## config.mk

```make
export PLATFORM = sky130hd
export DESIGN_NAME = sscs_top
export DESIGN_NICKNAME = d
export VERILOG_FILES = /design/src/hw/sscs_pkg.sv /design/src/hw/sscs_clkgen.sv /design/src/hw/sscs_top.sv
export SDC_FILE = /design/constraint.sdc
export NUM_CORES = 1
export LEC_CHECK = 0
export BUFFER_PORTS_ARGS = -buffer_cell sky130_fd_sc_hd__buf_2
export CORE_ASPECT_RATIO = 0.9
export CORE_MARGIN = 4
export CORE_UTILIZATION = 35
export CTS_BUF_LIST = sky130_fd_sc_hd__clkbuf_2 sky130_fd_sc_hd__clkbuf_4 sky130_fd_sc_hd__clkbuf_8
export DETAILED_ROUTE_END_ITERATION = 10
export SYNTH_ARGS = -nofsm -noshare
export SYNTH_HDL_FRONTEND = slang
export SYNTH_SLANG_ARGS = --single-unit
```

## constraint.sdc

```tcl
create_clock -name CLK_SYS_IN -period 14.3 [get_ports CLK_SYS_IN]
set_clock_uncertainty 0.1 [all_clocks]
set_input_delay 0.715 -clock CLK_SYS_IN [delete_from_list [all_inputs] [get_ports CLK_SYS_IN]]
set_output_delay 0.715 -clock CLK_SYS_IN [all_outputs]
set_load 0.05 [all_outputs]
```

## src/hw/sscs_pkg.sv

```systemverilog
// Contract
// - Slave mode needs sample clock at half CPU rate: source select and divider one.
// - Master with both sync polarities set drives an inverted, active-low slave enable.
// - Slave inverts the active-low enable seen on both frame-sync pins.
// - Master sets transmit clock/sync directions, clears receive ones; slave clears all four.
// - Master lowers enable before the first clock edge, then starts the transfer.
// - Bit clock period is one plus divider, times 2P.
// - Odd or zero divider gives equal phases; even gives low div/2, high div/2+1.
// - Mode 10b polarity 0: enable leads by low phase, trails one full period.
// - Mode 11b polarity 0: enable leads by full period, trails low phase.
// - Mode 10b polarity 1: enable leads by high phase, trails one full period.
// - Mode 10b polarity 0: each output bit launched on rising clock edge; code drives the first bit when the word starts, later bits on rising edges.
// - Mode 11b polarity 0 and 10b polarity 1: output bits launched on falling edge.
// - Polarity 0: input sampled on falling clock edge in both modes.
// - Mode 10b polarity 1: input sampled on rising clock edge.
// - Master releases data one phase after last bit in 10b, at it in 11b.
// - Slave in 10b releases data when the enable returns high.
// - Slave presents first bit on enable low, without waiting for a clock edge.
package sscs_pkg;

   localparam int unsigned WORD_BITS = 16;
   localparam int unsigned CLK_SYS_HZ = 20_000_000;

   localparam logic [3:0] OFF_CTRL   = 4'h0;
   localparam logic [3:0] OFF_TXDATA = 4'h4;
   localparam logic [3:0] OFF_RXDATA = 4'h8;
   localparam logic [3:0] OFF_STATUS = 4'hC;

   localparam logic [1:0] MODE_NO_DELAY = 2'h2;
   localparam logic [1:0] MODE_DELAY    = 2'h3;

   // Lead phases before the first active edge, per mode
   localparam logic [5:0] LEAD_NO_DELAY = 6'h01;
   localparam logic [5:0] LEAD_DELAY    = 6'h03;

   typedef struct packed {
      logic [7:0] rsvd_hi;
      logic [7:0] sample_clock_divider;
      logic [4:0] rsvd_mid;
      logic       sample_clock_source_sel;
      logic       rx_sync_dir;
      logic       rx_clock_dir;
      logic       tx_sync_dir;
      logic       tx_clock_dir;
      logic       rx_sync_polarity;
      logic       tx_sync_polarity;
      logic       tx_clock_polarity;
      logic [1:0] clock_stop_mode;
      logic       enable;
   } sscs_ctrl_s;

   typedef struct packed {
      logic [26:0] rsvd;
      logic        overrun;
      logic        cfg_err;
      logic        tx_empty;
      logic        rx_ready;
      logic        busy;
   } sscs_status_s;

   localparam sscs_ctrl_s CTRL_RST = 32'h0000_0000;

   typedef enum logic [1:0] {
      ST_IDLE   = 2'b00,
      ST_MASTER = 2'b01,
      ST_SLAVE  = 2'b10
   } sscs_state_e;

endpackage : sscs_pkg

```

## src/hw/sscs_clkgen.sv

```systemverilog
// Sample-rate clock phase sequencer; phase 0 after start is always the idle phase
module sscs_clkgen
   import sscs_pkg::*;
(
   input  wire logic       clk_in,
   input  wire logic       rst_in,
   input  wire logic       run_in,
   input  wire logic [7:0] divider_in,
   input  wire logic       swap_in,
   output logic            tick_out,
   output logic            idle_ph_out
);

   typedef struct packed {
      logic [7:0] cnt;
      logic       idle_ph;
   } sscs_gen_s;

   sscs_gen_s  q;
   sscs_gen_s  d;
   logic [8:0] half_odd;
   logic [7:0] low_len;
   logic [7:0] high_len;
   logic [7:0] cur_len;
   logic       even_div;

   always_comb begin
      half_odd = ({1'b0, divider_in} + 9'h001) >> 1;
      even_div = (divider_in != 8'h00) && !divider_in[0];
      low_len  = even_div ? (divider_in >> 1) : half_odd[7:0];
      high_len = even_div ? ((divider_in >> 1) + 8'h01) : half_odd[7:0];
      // Zero divider cannot be split below one system cycle per phase
      if (low_len == 8'h00) begin
         low_len = 8'h01;
      end
      if (high_len == 8'h00) begin
         high_len = 8'h01;
      end
      // Idle phase is the low phase for polarity 0, high phase for polarity 1
      cur_len  = (q.idle_ph ^ swap_in) ? low_len : high_len;
      // one idle plus one active phase per bit period
      tick_out = run_in && (q.cnt == cur_len - 8'h01);
      d = q;
      if (!run_in) begin
         d.cnt     = 8'h00;
         d.idle_ph = 1'b1;
      end else if (tick_out) begin
         d.cnt     = 8'h00;
         d.idle_ph = !q.idle_ph;
      end else begin
         d.cnt = q.cnt + 8'h01;
      end
   end

   assign idle_ph_out = q.idle_ph;

   always_ff @(posedge clk_in or posedge rst_in) begin
      if (rst_in) begin
         q <= '{cnt: 8'h00, idle_ph: 1'b1};
      end else begin
         q <= d;
      end
   end

   property p_gen_idle_when_stopped;
      @(posedge clk_in) disable iff (rst_in)
      !run_in |=> q.idle_ph && (q.cnt == 8'h00);
   endproperty
   a_gen_idle_when_stopped : assert property (p_gen_idle_when_stopped)
      else $error("clock generator not parked while stopped");

endmodule : sscs_clkgen

```

## src/hw/sscs_top.sv

```systemverilog
// The register offsets and the strobed register port were left to the implementer.
module sscs_top
   import sscs_pkg::*;
(
   input  wire logic        CLK_SYS_IN,
   input  wire logic        RST_IN,
   input  wire logic [3:0]  REG_ADDR_IN,
   input  wire logic [31:0] REG_WDATA_IN,
   input  wire logic        REG_WR_IN,
   input  wire logic        REG_RD_IN,
   output logic      [31:0] REG_RDATA_OUT,
   input  wire logic        TX_CLOCK_PIN_IN,
   output logic             TX_CLOCK_PIN_OUT,
   output logic             TX_CLOCK_PIN_OE_OUT,
   input  wire logic        TX_FRAME_SYNC_PIN_IN,
   output logic             TX_FRAME_SYNC_PIN_OUT,
   output logic             TX_FRAME_SYNC_PIN_OE_OUT,
   input  wire logic        RX_FRAME_SYNC_PIN_IN,
   input  wire logic        SERIAL_IN_PIN_IN,
   output logic             SERIAL_OUT_PIN_OUT,
   output logic             SERIAL_OUT_PIN_OE_OUT
);

   typedef struct packed {
      sscs_state_e               state;
      sscs_ctrl_s                ctrl;
      logic [WORD_BITS-1:0]      tx_data;
      logic                      tx_full;
      logic [WORD_BITS-1:0]      rx_data;
      logic                      rx_ready;
      logic                      overrun;
      logic [WORD_BITS-1:0]      tx_sh;
      logic [WORD_BITS-1:0]      rx_sh;
      logic [4:0]                bitcnt;
      logic [5:0]                ph;
      logic                      first;
      logic                      fs_act;
      logic                      clk_act;
      logic                      dout;
      logic                      doe;
      logic                      clk_prev;
      logic [31:0]               rdata;
   } sscs_st_s;

   localparam logic [4:0] BITS_N = 5'(WORD_BITS);

   sscs_st_s     q;
   sscs_st_s     n;
   sscs_status_s status;
   logic         tick;
   logic         idle_ph;
   logic         mode_dly;
   logic         pol;
   logic         master_ok;
   logic         slave_dirs;
   logic         slave_ok;
   logic         en_in;
   logic         clk_norm;
   logic         a_ev;
   logic         b_ev;
   logic         done;
   logic         last_b;
   logic [5:0]   lead;
   logic [5:0]   last_b_ph;
   logic [5:0]   ph_n;
   logic [5:0]   rel_ph;

   sscs_clkgen u_clkgen (
      .clk_in      (CLK_SYS_IN),
      .rst_in      (RST_IN),
      .run_in      (q.state == ST_MASTER),
      .divider_in  (q.ctrl.sample_clock_divider),
      .swap_in     (q.ctrl.tx_clock_polarity),
      .tick_out    (tick),
      .idle_ph_out (idle_ph)
   );

   always_comb begin
      mode_dly   = (q.ctrl.clock_stop_mode == MODE_DELAY);
      pol        = q.ctrl.tx_clock_polarity;
      master_ok  = q.ctrl.tx_clock_dir && q.ctrl.tx_sync_dir
                   && !q.ctrl.rx_clock_dir && !q.ctrl.rx_sync_dir;
      slave_dirs = !q.ctrl.tx_clock_dir && !q.ctrl.tx_sync_dir
                   && !q.ctrl.rx_clock_dir && !q.ctrl.rx_sync_dir;
      slave_ok   = slave_dirs && q.ctrl.sample_clock_source_sel
                   && (q.ctrl.sample_clock_divider == 8'h01);
      en_in      = !TX_FRAME_SYNC_PIN_IN || !RX_FRAME_SYNC_PIN_IN;
      // Clock normalised so that 1 is the active (non-idle) level
      clk_norm   = TX_CLOCK_PIN_IN ^ pol;
      // lead of one idle phase in mode 10b
      lead       = mode_dly ? LEAD_DELAY : LEAD_NO_DELAY;
      last_b_ph  = lead + 6'(2 * WORD_BITS) - 6'h01;
      ph_n       = q.ph + 6'h01;
      done       = (q.bitcnt == BITS_N);
      // A edge leaves the idle level, B edge returns to it
      a_ev = 1'b0;
      b_ev = 1'b0;
      if (q.state == ST_MASTER) begin
         a_ev = tick && idle_ph && (ph_n >= lead) && (ph_n <= last_b_ph);
         b_ev = tick && !idle_ph && (ph_n > lead) && (ph_n <= last_b_ph);
      end else if (q.state == ST_SLAVE) begin
         a_ev = clk_norm && !q.clk_prev && en_in;
         b_ev = !clk_norm && q.clk_prev && en_in;
      end
      last_b = b_ev && (q.bitcnt == BITS_N - 5'h01);
      // mode 10b master release one phase after the last bit
      rel_ph = last_b_ph + 6'h01;

      n          = q;
      n.clk_prev = clk_norm;
      n.rdata    = 32'h0000_0000;

      if (REG_WR_IN) begin
         unique case (REG_ADDR_IN)
            OFF_CTRL: begin
               n.ctrl = REG_WDATA_IN;
            end
            OFF_TXDATA: begin
               n.tx_data = REG_WDATA_IN[WORD_BITS-1:0];
               n.tx_full = 1'b1;
            end
            default: begin
            end
         endcase
      end
      if (REG_RD_IN) begin
         unique case (REG_ADDR_IN)
            OFF_CTRL:   n.rdata = q.ctrl;
            OFF_TXDATA: n.rdata = {16'h0000, q.tx_data};
            OFF_RXDATA: begin
               n.rdata    = {16'h0000, q.rx_data};
               n.rx_ready = 1'b0;
               n.overrun  = 1'b0;
            end
            OFF_STATUS: n.rdata = status;
            default:    n.rdata = 32'h0000_0000;
         endcase
      end

      unique case (q.state)
         ST_IDLE: begin
            n.clk_act = 1'b0;
            n.bitcnt  = 5'h00;
            n.ph      = 6'h00;
            n.first   = 1'b1;
            if (q.ctrl.enable && master_ok && q.tx_full) begin
               // enable now, or after one idle phase in mode 11b
               n.state   = ST_MASTER;
               n.fs_act  = !mode_dly;
               n.tx_sh   = q.tx_data;
               // Set wins: a word written in this cycle stays pending
               n.tx_full = REG_WR_IN && (REG_ADDR_IN == OFF_TXDATA);
               n.dout    = q.tx_data[WORD_BITS-1];
               n.doe     = 1'b1;
            end else if (q.ctrl.enable && slave_ok && en_in) begin
               // first bit driven straight from the enable
               n.state   = ST_SLAVE;
               n.tx_sh   = q.tx_full ? q.tx_data : '0;
               n.tx_full = REG_WR_IN && (REG_ADDR_IN == OFF_TXDATA);
               n.dout    = q.tx_full ? q.tx_data[WORD_BITS-1] : 1'b0;
               n.doe     = 1'b1;
            end
         end
         ST_MASTER: begin
            if (tick) begin
               n.ph = ph_n;
            end
            if (tick && ph_n == 6'h01) begin
               n.fs_act = 1'b1;
            end
            if (a_ev) begin
               n.clk_act = 1'b1;
            end
            if (b_ev) begin
               n.clk_act = 1'b0;
            end
            if (tick && mode_dly && ph_n == last_b_ph + 6'h01) begin
               // trail is the idle phase only
               n.fs_act = 1'b0;
               n.state  = ST_IDLE;
            end
            if (tick && !mode_dly && ph_n == rel_ph) begin
               n.doe = 1'b0;
            end
            if (tick && !mode_dly && ph_n == last_b_ph + 6'h02) begin
               n.fs_act = 1'b0;
               n.state  = ST_IDLE;
            end
         end
         ST_SLAVE: begin
            if (!en_in) begin
               n.doe   = 1'b0;
               n.state = ST_IDLE;
            end
         end
         default: begin
            n.state = ST_IDLE;
         end
      endcase

      if (a_ev) begin
         n.first = 1'b0;
         // mode 10b launches on the leaving edge
         if (!mode_dly && !q.first && !done) begin
            n.tx_sh = q.tx_sh << 1;
            n.dout  = q.tx_sh[WORD_BITS-2];
         end
      end
      if (b_ev && !done) begin
         n.rx_sh  = {q.rx_sh[WORD_BITS-2:0], SERIAL_IN_PIN_IN};
         n.bitcnt = q.bitcnt + 5'h01;
         if (mode_dly && !last_b) begin
            // mode 11b launches on the returning edge
            n.tx_sh = q.tx_sh << 1;
            n.dout  = q.tx_sh[WORD_BITS-2];
         end
         if (last_b) begin
            n.rx_data  = {q.rx_sh[WORD_BITS-2:0], SERIAL_IN_PIN_IN};
            n.rx_ready = 1'b1;
            n.overrun  = q.rx_ready && !(REG_RD_IN && REG_ADDR_IN == OFF_RXDATA);
            if (mode_dly) begin
               // release at the last bit in mode 11b
               n.doe = 1'b0;
            end
         end
      end
   end

   always_comb begin
      status          = '0;
      status.busy     = (q.state != ST_IDLE);
      status.rx_ready = q.rx_ready;
      status.tx_empty = !q.tx_full;
      status.cfg_err  = q.ctrl.enable && !master_ok && !slave_ok;
      status.overrun  = q.overrun;
   end

   always_ff @(posedge CLK_SYS_IN or posedge RST_IN) begin
      if (RST_IN) begin
         q          <= '0;
         q.state    <= ST_IDLE;
         q.ctrl     <= CTRL_RST;
         q.first    <= 1'b1;
      end else begin
         q <= n;
      end
   end

   assign REG_RDATA_OUT            = q.rdata;
   assign TX_CLOCK_PIN_OUT         = q.clk_act ^ pol;
   assign TX_CLOCK_PIN_OE_OUT      = q.ctrl.tx_clock_dir;
   // inverted enable when both sync polarities are set
   assign TX_FRAME_SYNC_PIN_OUT    = (q.ctrl.tx_sync_polarity && q.ctrl.rx_sync_polarity)
                                     ? !q.fs_act : q.fs_act;
   assign TX_FRAME_SYNC_PIN_OE_OUT = q.ctrl.tx_sync_dir;
   assign SERIAL_OUT_PIN_OUT       = q.dout;
   assign SERIAL_OUT_PIN_OE_OUT    = q.doe;

   // Helper: cycles since the last A edge, for the period check
   logic [8:0] a_gap_q;
   logic [8:0] period_cyc;
   always_ff @(posedge CLK_SYS_IN or posedge RST_IN) begin
      if (RST_IN) begin
         a_gap_q <= 9'h000;
      end else begin
         a_gap_q <= a_ev ? 9'h001 : a_gap_q + 9'h001;
      end
   end
   assign period_cyc = (q.ctrl.sample_clock_divider == 8'h00) ? 9'h002
                       : {1'b0, q.ctrl.sample_clock_divider} + 9'h001;

   property p_slave_cfg;
      @(posedge CLK_SYS_IN) disable iff (RST_IN)
      q.state == ST_SLAVE |-> q.ctrl.sample_clock_source_sel
                              && q.ctrl.sample_clock_divider == 8'h01;
   endproperty
   a_slave_cfg : assert property (p_slave_cfg)
      else $error("slave running with wrong sample clock");

   property p_fs_invert;
      @(posedge CLK_SYS_IN) disable iff (RST_IN)
      (q.state == ST_MASTER && (q.ph != 6'h00 || !mode_dly)
       && q.ctrl.tx_sync_polarity && q.ctrl.rx_sync_polarity)
      |-> !TX_FRAME_SYNC_PIN_OUT;
   endproperty
   a_fs_invert : assert property (p_fs_invert)
      else $error("slave enable not driven low during master word");

   property p_slave_enter;
      @(posedge CLK_SYS_IN) disable iff (RST_IN)
      (q.state == ST_IDLE && q.ctrl.enable && slave_ok && !TX_FRAME_SYNC_PIN_IN
       && !REG_WR_IN)
      |=> q.state == ST_SLAVE && SERIAL_OUT_PIN_OE_OUT;
   endproperty
   a_slave_enter : assert property (p_slave_enter)
      else $error("slave did not drive data on enable");

   property p_master_dirs;
      @(posedge CLK_SYS_IN) disable iff (RST_IN)
      $rose(q.state == ST_MASTER) |-> $past(master_ok) && TX_CLOCK_PIN_OE_OUT;
   endproperty
   a_master_dirs : assert property (p_master_dirs)
      else $error("master started with wrong directions");

   property p_lead_idle;
      @(posedge CLK_SYS_IN) disable iff (RST_IN)
      $rose(q.fs_act) |-> (TX_CLOCK_PIN_OUT == pol) [*2];
   endproperty
   a_lead_idle : assert property (p_lead_idle)
      else $error("clock moved as enable asserted");

   property p_period;
      @(posedge CLK_SYS_IN) disable iff (RST_IN)
      (q.state == ST_MASTER && a_ev && !q.first) |-> a_gap_q == period_cyc;
   endproperty
   a_period : assert property (p_period)
      else $error("bit clock period wrong");

   property p_clock_parked;
      @(posedge CLK_SYS_IN) disable iff (RST_IN)
      q.state != ST_MASTER |-> TX_CLOCK_PIN_OUT == q.ctrl.tx_clock_polarity;
   endproperty
   a_clock_parked : assert property (p_clock_parked)
      else $error("clock not at idle level between words");

   property p_release_dly;
      @(posedge CLK_SYS_IN) disable iff (RST_IN)
      (q.state == ST_MASTER && mode_dly && last_b) |=> !SERIAL_OUT_PIN_OE_OUT;
   endproperty
   a_release_dly : assert property (p_release_dly)
      else $error("data not released at last bit");

   property p_slave_release;
      @(posedge CLK_SYS_IN) disable iff (RST_IN)
      (q.state == ST_SLAVE && !en_in) |=> !SERIAL_OUT_PIN_OE_OUT && q.state == ST_IDLE;
   endproperty
   a_slave_release : assert property (p_slave_release)
      else $error("slave kept data after enable high");

   property p_sample;
      @(posedge CLK_SYS_IN) disable iff (RST_IN)
      (b_ev && !done) |=> q.rx_sh[0] == $past(SERIAL_IN_PIN_IN);
   endproperty
   a_sample : assert property (p_sample)
      else $error("input not sampled on returning edge");

   property p_launch;
      @(posedge CLK_SYS_IN) disable iff (RST_IN)
      (a_ev && !mode_dly && !q.first && !done) |=> SERIAL_OUT_PIN_OUT == $past(q.tx_sh[14]);
   endproperty
   a_launch : assert property (p_launch)
      else $error("bit not launched on leaving edge");

   c_master_word : cover property (@(posedge CLK_SYS_IN) disable iff (RST_IN)
      q.state == ST_MASTER && last_b);
   c_slave_word : cover property (@(posedge CLK_SYS_IN) disable iff (RST_IN)
      q.state == ST_SLAVE && last_b);
   c_master_delay : cover property (@(posedge CLK_SYS_IN) disable iff (RST_IN)
      q.state == ST_MASTER && mode_dly && last_b);

endmodule : sscs_top

```

==> summary.txt, run 1 <==
Slew Limit Headroom: 27.8%
hold buffers post-CTS: 0
violation count after the first detailed-route iteration: 422
largest net degree at the start of global routing: 91
outcome: finished clean
DRC viols: 0
Worst Path Arrival: 6040 ps
CTS clk-pin slew, worst paths: 110 ps
Final Hold Fails: 0
# Post-CTS Setup Buffers: 0
fraction of the yosys area taken by sequential cells: 49.0%
post-DR wirelength/cell: 17.0 µm
Unique masters post-synth: 83
final std cells w/o fill: 1062
fin util: 39.1%
Clk Latency, worst-skew pair: 460 ps
max_cap viols: 0
instance area after placement: 0.00840 mm²
PostCTS Resize Cnt: 0
CTS root buffer: clkbuf_8
CTS tree: yes
top cells by area, synth: dfrtp_1 48%, mux2_2 12%, buf_4 3.2%
Port Buf Inserts: 81
layout cells sized above 1: 32.2%
pwr/cell area: 132 mW/mm²
top-area cell type share of the netlist area: 48.4%
period utilization: 40.5%
drt total wl: 18000 µm
Cells after Synth: 713
vias in the first global route: 5271
Worst EP required: 14540 ps
Inst Count DP: 1030
area of the multi-input gates: 0.00357 mm²
warnings from Yosys: 0
main flop type after synthesis: dfrtp_1
Layout area overhead: 9.84%
f_max: 0.172 GHz
Post-DP HPWL: 12700 µm
syn avg cell area: 11.2 µm²
max-slew violation count: 0
GRT Overall Usage: 14.1%
Fillers: 2212
Worst Tran Pin Value: 1060 ps
flops & latches, synth: 157
final setup vio count: 0
Design Area, Final: 0.00881 mm²
area of the die: 0.0254 mm²
H-tree depth: 4
RSZ-0062 raised after global routing: no
ANT cells: 0
TNS Setup: 0 ps
Die Y: 152 µm
Reg-to-Reg End: q[70]
Worst R2R Path Depth: 17
Placer Congestion: 0.899
startpoint type of the worst setup path: register
asr flop ratio synth: 100%
r2r setup slk: 8500 ps
hold crit path type: input port to asynchronous set/reset pin
Reg area: 0.00393 mm²
mean number of vias per cell: 5.16
CTS Buf Count: 17
global-route wire length before repair: 28800 µm
static leakage: 4.13 nW
Congestion Overflow GR: 0
initial core utilization: 35.6%
post-synth top area cell: dfrtp_1
DR pass1 iterations: 5
RR Startpoint: q[132]
total clock sinks: 157
top post-synthesis cells by count: 155 x dfrtp_1, 85 x mux2_2, 52 x nand2_1
kind of critical path: register to register
Final Power: 0.00117 W
CP Capture Type: register
synthesized area: 0.00802 mm²
die width: 168 µm
I/O pin total: 82
Nets: 808
row count: 52
minimum clock period: 5800 ps
initial antenna violation count: 0
area of the core: 0.0225 mm²
antenna-violating nets left: 0
most numerous cell in the Yosys netlist: dfrtp_1
Post-synth EDFFs: 0
Critical Path Fanout Max: 19
total number of vias: 5477
VDD IR max: 58.4 µV
Syn Nets: 769
CTS max path bufs: 2
## where the power goes
| part | internal [W] | switching, W | total, W |
|---|---|---|---|
| Sequential | 0.000498 | 0.0000638 | 0.000562 |
| Combinational | 0.000122 | 0.000148 | 0.000270 |
| Clock | 0.000135 | 0.000200 | 0.000336 |
| Total | 0.000756 | 0.000411 | 0.00117 |
## logic make-up after synthesis
kind of cell	count (synthesis)	synth area share, %
adders and majority gates	12	1.87
muxes	100	14.4
AOI/OAI and AO/OA	147	13.0
and+or+nand+nor	185	12.1
DFF	157	49.0
buffers and inverters	86	6.63
xor gates and xnor gates	26	3.03
## registers in the layout, indices dropped and copies added (netlist names)
| signal | count |
|---|---|
| u_clkgen.idle_ph_out | 1 |
| SERIAL_OUT_PIN_OUT | 1 |
| SERIAL_OUT_PIN_OE_OUT | 1 |
| TX_FRAME_SYNC_PIN_OE_OUT | 1 |
| q | 111 |
| REG_RDATA_OUT | 32 |
| u_clkgen.q | 8 |
| TX_CLOCK_PIN_OE_OUT | 1 |
| pol | 1 |
## through the flow
stage	setup slack [ps]	hold slack, ps
after detailed placement	8560	383
after global placement	8690	377
final	8500	295
after CTS	8540	324
after floorplan	9250	361
after global routing	8110	339
## layer usage
layer  up-vias  global-route usage (%)  share of wire, %
li1       2629                       -                 -
met1      2684                    21.1                50
met2       142                    20.4                44
met3        22                    3.29               5.1
met4         0                    3.61               1.3
met5         -                       0                 0
## placed cells by master, fill, tap and decap left out, drive strengths merged, types with 3 or more instances in the layout
cell	n
mux2	94
a21oi	32
a31oi	6
a211o	4
nor2b	3
a22oi	21
or2	3
o211ai	6
o31a	4
clkinv	7
xnor2	14
nand2b	4
inv	27
and2	6
nor4	4
nand4	7
a211oi	3
xor2	12
and3	26
o22ai	4
or3	3
clkbuf	17
ha	12
buf	86
nor2	36
a221oi	4
nand3	19
nor3	4
o21ai	22
dfrtp	155
a21o	6
mux2i	6
nor4b	3
nand2	53
a22o	17
## how the worst max path moves through the flow
stage	startpoint	end	slack [ps]	depth (start not counted)
final	q[132]	q[70]	8500	17
after global routing	q[132]	q[70]	8110	17
after CTS	q[132]	q[70]	8540	17
after detailed placement	q[132]	q[66]	8560	17
after global placement	q[132]	SERIAL_OUT_PIN_OUT	8690	17
after floorplan	RST_IN	REG_RDATA_OUT[0]	9250	1
## critical path: stages (launching register included)
cell and delay, ps:
dfrtp_1 600, inv_1 160, ha_1 190, or3b_2 490, o31ai_2 200, nand3_1 130, nor4b_2 300, a21oi_1 150
or2_2 310, ha_1 230, o311a_1 160, a211o_1 310, a41oi_1 220, o21ai_0 140, a221oi_2 380, and2_1 450
a21o_1 730, mux2_2 410
## area by class of cell
class                      count  area share, %
timing repair buffer          86           5.03
inverter                      20          0.909
clock inverter                15           2.05
sequential                   157           44.6
tap                          297           4.22
clock buffer                  17           2.66
multi-input combinational    470           40.5
Power figures use the tool's default switching activity.
==> inputs of run 2 (changes only) <==
--- a/config.mk
+++ b/config.mk
@@ -5,6 +5,7 @@
 export SDC_FILE = /design/constraint.sdc
 export NUM_CORES = 1
 export LEC_CHECK = 0
+export ABC_AREA = 1
 export BUFFER_PORTS_ARGS = -buffer_cell sky130_fd_sc_hd__buf_2
 export CORE_ASPECT_RATIO = 0.9
 export CORE_MARGIN = 4
==> constraint.sdc (replaced) <==
create_clock -name CLK_SYS_IN -period 4.8 [get_ports CLK_SYS_IN]
set_clock_uncertainty 0.1 [all_clocks]
set_input_delay 0.24 -clock CLK_SYS_IN [delete_from_list [all_inputs] [get_ports CLK_SYS_IN]]
set_output_delay 0.24 -clock CLK_SYS_IN [all_outputs]
set_load 0.05 [all_outputs]
==> run 2 against run 1 <==
Sequential power grew to 2.9 times the previous value. Worst hold slack worse by 230 ps. Count of clock-buffer cells in the layout grew 5. Clock power rose to 3.5 times the previous value. Flip-flop and latch count did not move. Worst setup slack worse by 7700 ps. Via count grew 24%. Die area up 2.2%. Total power grew to 3.5 times the previous value. Cell area grew 7.5%. Final cell count grew 33%.
==> summary.txt, run 2 <==
top post-synthesis cells by count: 250 x nand2_1, 155 x dfrtp_1, 153 x inv_1
sequential share of power: 40.4%
violation count after the first detailed-route iteration: 433
Inst Count DP: 1348
Slew Limit Headroom: 22.8%
Clk Latency, worst-skew pair: 460 ps
warnings from Yosys: 0
ANT cells: 0
busiest grt layer: met1
kind of critical path: register to register
top-area cell type share of the netlist area: 47.3%
Final Hold Fails: 0
Congestion Overflow GR: 0
H-tree depth: 4
TNS Setup: 0 ps
area of the core: 0.0228 mm²
minimum clock period: 4010 ps
asr flop ratio synth: 100%
DRC viols: 0
commonest non-fill, non-tap cells in the layout: 249 x nand2_1, 155 x dfrtp_1, 152 x inv_1, 89 x nor2_1, 81 x buf_2
final setup vio count: 0
Post-DP HPWL: 14200 µm
switching share of total power: 37.1%
Port Buf Inserts: 81
outcome: finished clean
layout cells sized above 1: 16.1%
top cells by area, synth: dfrtp_1 47%, nand2_1 11%, inv_1 7.0%
flops & latches, synth: 157
final std cells w/o fill: 1415
Placer Congestion: 0.911
Final Power: 0.00406 W
delay-heaviest family, CP: simple AND/OR/NAND/NOR gates
Fillers: 2356
post-DR wirelength/cell: 14.2 µm
total clock sinks: 157
CTS clk-pin slew, worst paths: 90 ps
Nets: 1161
CTS root buffer: clkbuf_8
total number of vias: 6766
static leakage: 4.90 nW
antenna-violating nets left: 0
pwr/cell area: 428 mW/mm²
CTS tree: yes
CP Capture Type: register
initial antenna violation count: 0
hold crit path type: input port to register
I/O pin total: 82
post-synth top area cell: dfrtp_1
most numerous cell in the Yosys netlist: nand2_1
CTS Buf Count: 17
f_max: 0.249 GHz
combinational share of power: 31.0%
area of the die: 0.0260 mm²
Critical Path Fanout Max: 34
initial core utilization: 36.0%
Post-synth EDFFs: 0
GRT Overall Usage: 15.7%
Worst Path Arrival: 4240 ps
Worst Tran Pin Value: 1150 ps
worst slack, placed: 830 ps
PostCTS Resize Cnt: 0
CP max-delay cell: dfrtp_1
Cells after Synth: 1025
CTS max path bufs: 2
CP peak stage delay: 480 ps
synthesized area: 0.00821 mm²
VDD IR max: 192 µV
Psw: 0.00151 W
startpoint type of the worst setup path: register
max_cap viols: 0
clock share of power: 28.6%
Buf+Inv Stages, Crit Path: 3
met2 Track Usage GR: 22.9%
syn avg cell area: 8.01 µm²
vias in the first global route: 6506
DR pass1 iterations: 5
Layout area overhead: 15.4%
fraction of the yosys area taken by sequential cells: 47.9%
mean number of vias per cell: 4.78
Unique masters post-synth: 50
drt total wl: 20100 µm
largest net degree at the start of global routing: 65
commonest non-fill, non-tap cell in the layout: nand2_1
# Post-CTS Setup Buffers: 0
internal power: 0.00255 W
Worst EP required: 5040 ps
GRT met1 Usage: 23.0%
max-slew violation count: 0
GRT met3 Usage: 3.62%
Syn Nets: 1081
row count: 52
global-route wire length before repair: 33100 µm
Top reg by flops: q
max reg flops: 111
Final WS setup: 792 ps
worst hold margin: 68.5 ps
main flop type after synthesis: dfrtp_1
period utilization: 83.5%
RSZ-0062 raised after global routing: no
Die Y: 153 µm
most used cell, CP: nand2_1
die width: 169 µm
==> run 2: cell count changes in the layout (fill, tap and decap cells not counted), moves of 43 or more <==
cell | previous run | this run
nand2_1 | 52 | 249
inv_1 | 17 | 152
mux2_2 | 85 | 0
o21ai_0 | 22 | 77
nor2_1 | 36 | 89
nand3_1 | 19 | 62
==> run 2: path summary, 6_finish.rpt <==
kind                                      to  slack [ps]  cells past startpoint  startpoint
setup / recovery                       q[81]         790                     28      q[132]
hold / removal             REG_RDATA_OUT[11]          70                      3   REG_RD_IN
setup reg to reg                       q[81]         790                     28      q[132]
hold reg to reg                        q[66]         370                      2       q[65]
max in group asynchronous             q[126]        3180                      4      RST_IN
min in group asynchronous             q[145]         230                      3      RST_IN
==> run 2: worst register-to-register path, delay by kind of cell (launching register included) <==
family	cells	cell delay, ps
buffers and inverters	3	350
and+or+nand+nor	20	2090
adders and majority gates	2	420
AOI/OAI and AO/OA	3	450
DFF	1	480
==> run 2: cells by family after synthesis <==
kind of cell	after synthesis	share of synthesized area, %
simple gates	455	24.2
buf+inv	219	12.0
compound gates	164	11.9
xor+xnor	18	2.10
fa+ha+maj	12	1.83
flops	157	47.9
==> run 2: cell type report <==
type,count,area [µm²],area share (%)
clock inverters,10,176,1.86
well taps,297,372,3.92
flip-flops and latches,157,3930,41.5
repair buffers,121,793,8.38
multi-input cells,649,3300,34.8
clock buffers,22,297,3.13
inverters,159,603,6.37
==> run 2: power by group through the flow <==
stage / combinational, W / sequential [W] / clock (W)
2_1_floorplan: 0.000972 / 0.00163 / 0
3_3_place_gp: 0.00123 / 0.00166 / 0
3_5_place_dp: 0.00123 / 0.00166 / 0
4_1_cts: 0.00125 / 0.00164 / 0.00119
5_1_grt: 0.00144 / 0.00166 / 0.00125
6_report: 0.00126 / 0.00164 / 0.00116
==> run 2: layer usage <==
| metal | vias up | share of wire [%] |
|---|---|---|
| li1 | 3381 | - |
| met1 | 3181 | 49 |
| met2 | 177 | 44 |
| met3 | 27 | 5.4 |
| met4 | 0 | 2.0 |
| met5 | - | 0 |
==> run 2: stage by stage <==
step	area (µm²)	utilization, %
floorplan	8210	-
global placement	8650	38.0
detailed placement	8650	38.0
CTS	9470	41.6
global route	9470	41.6
finish	9470	41.6
==> run 2: timing repair <==
| item | 4_1_cts | 5_1_grt |
|---|---|---|
| hold endpoints to repair | 95 | 0 |
| setup endpoints to repair | 0 | 0 |
| hold buffers | 35 | 0 |
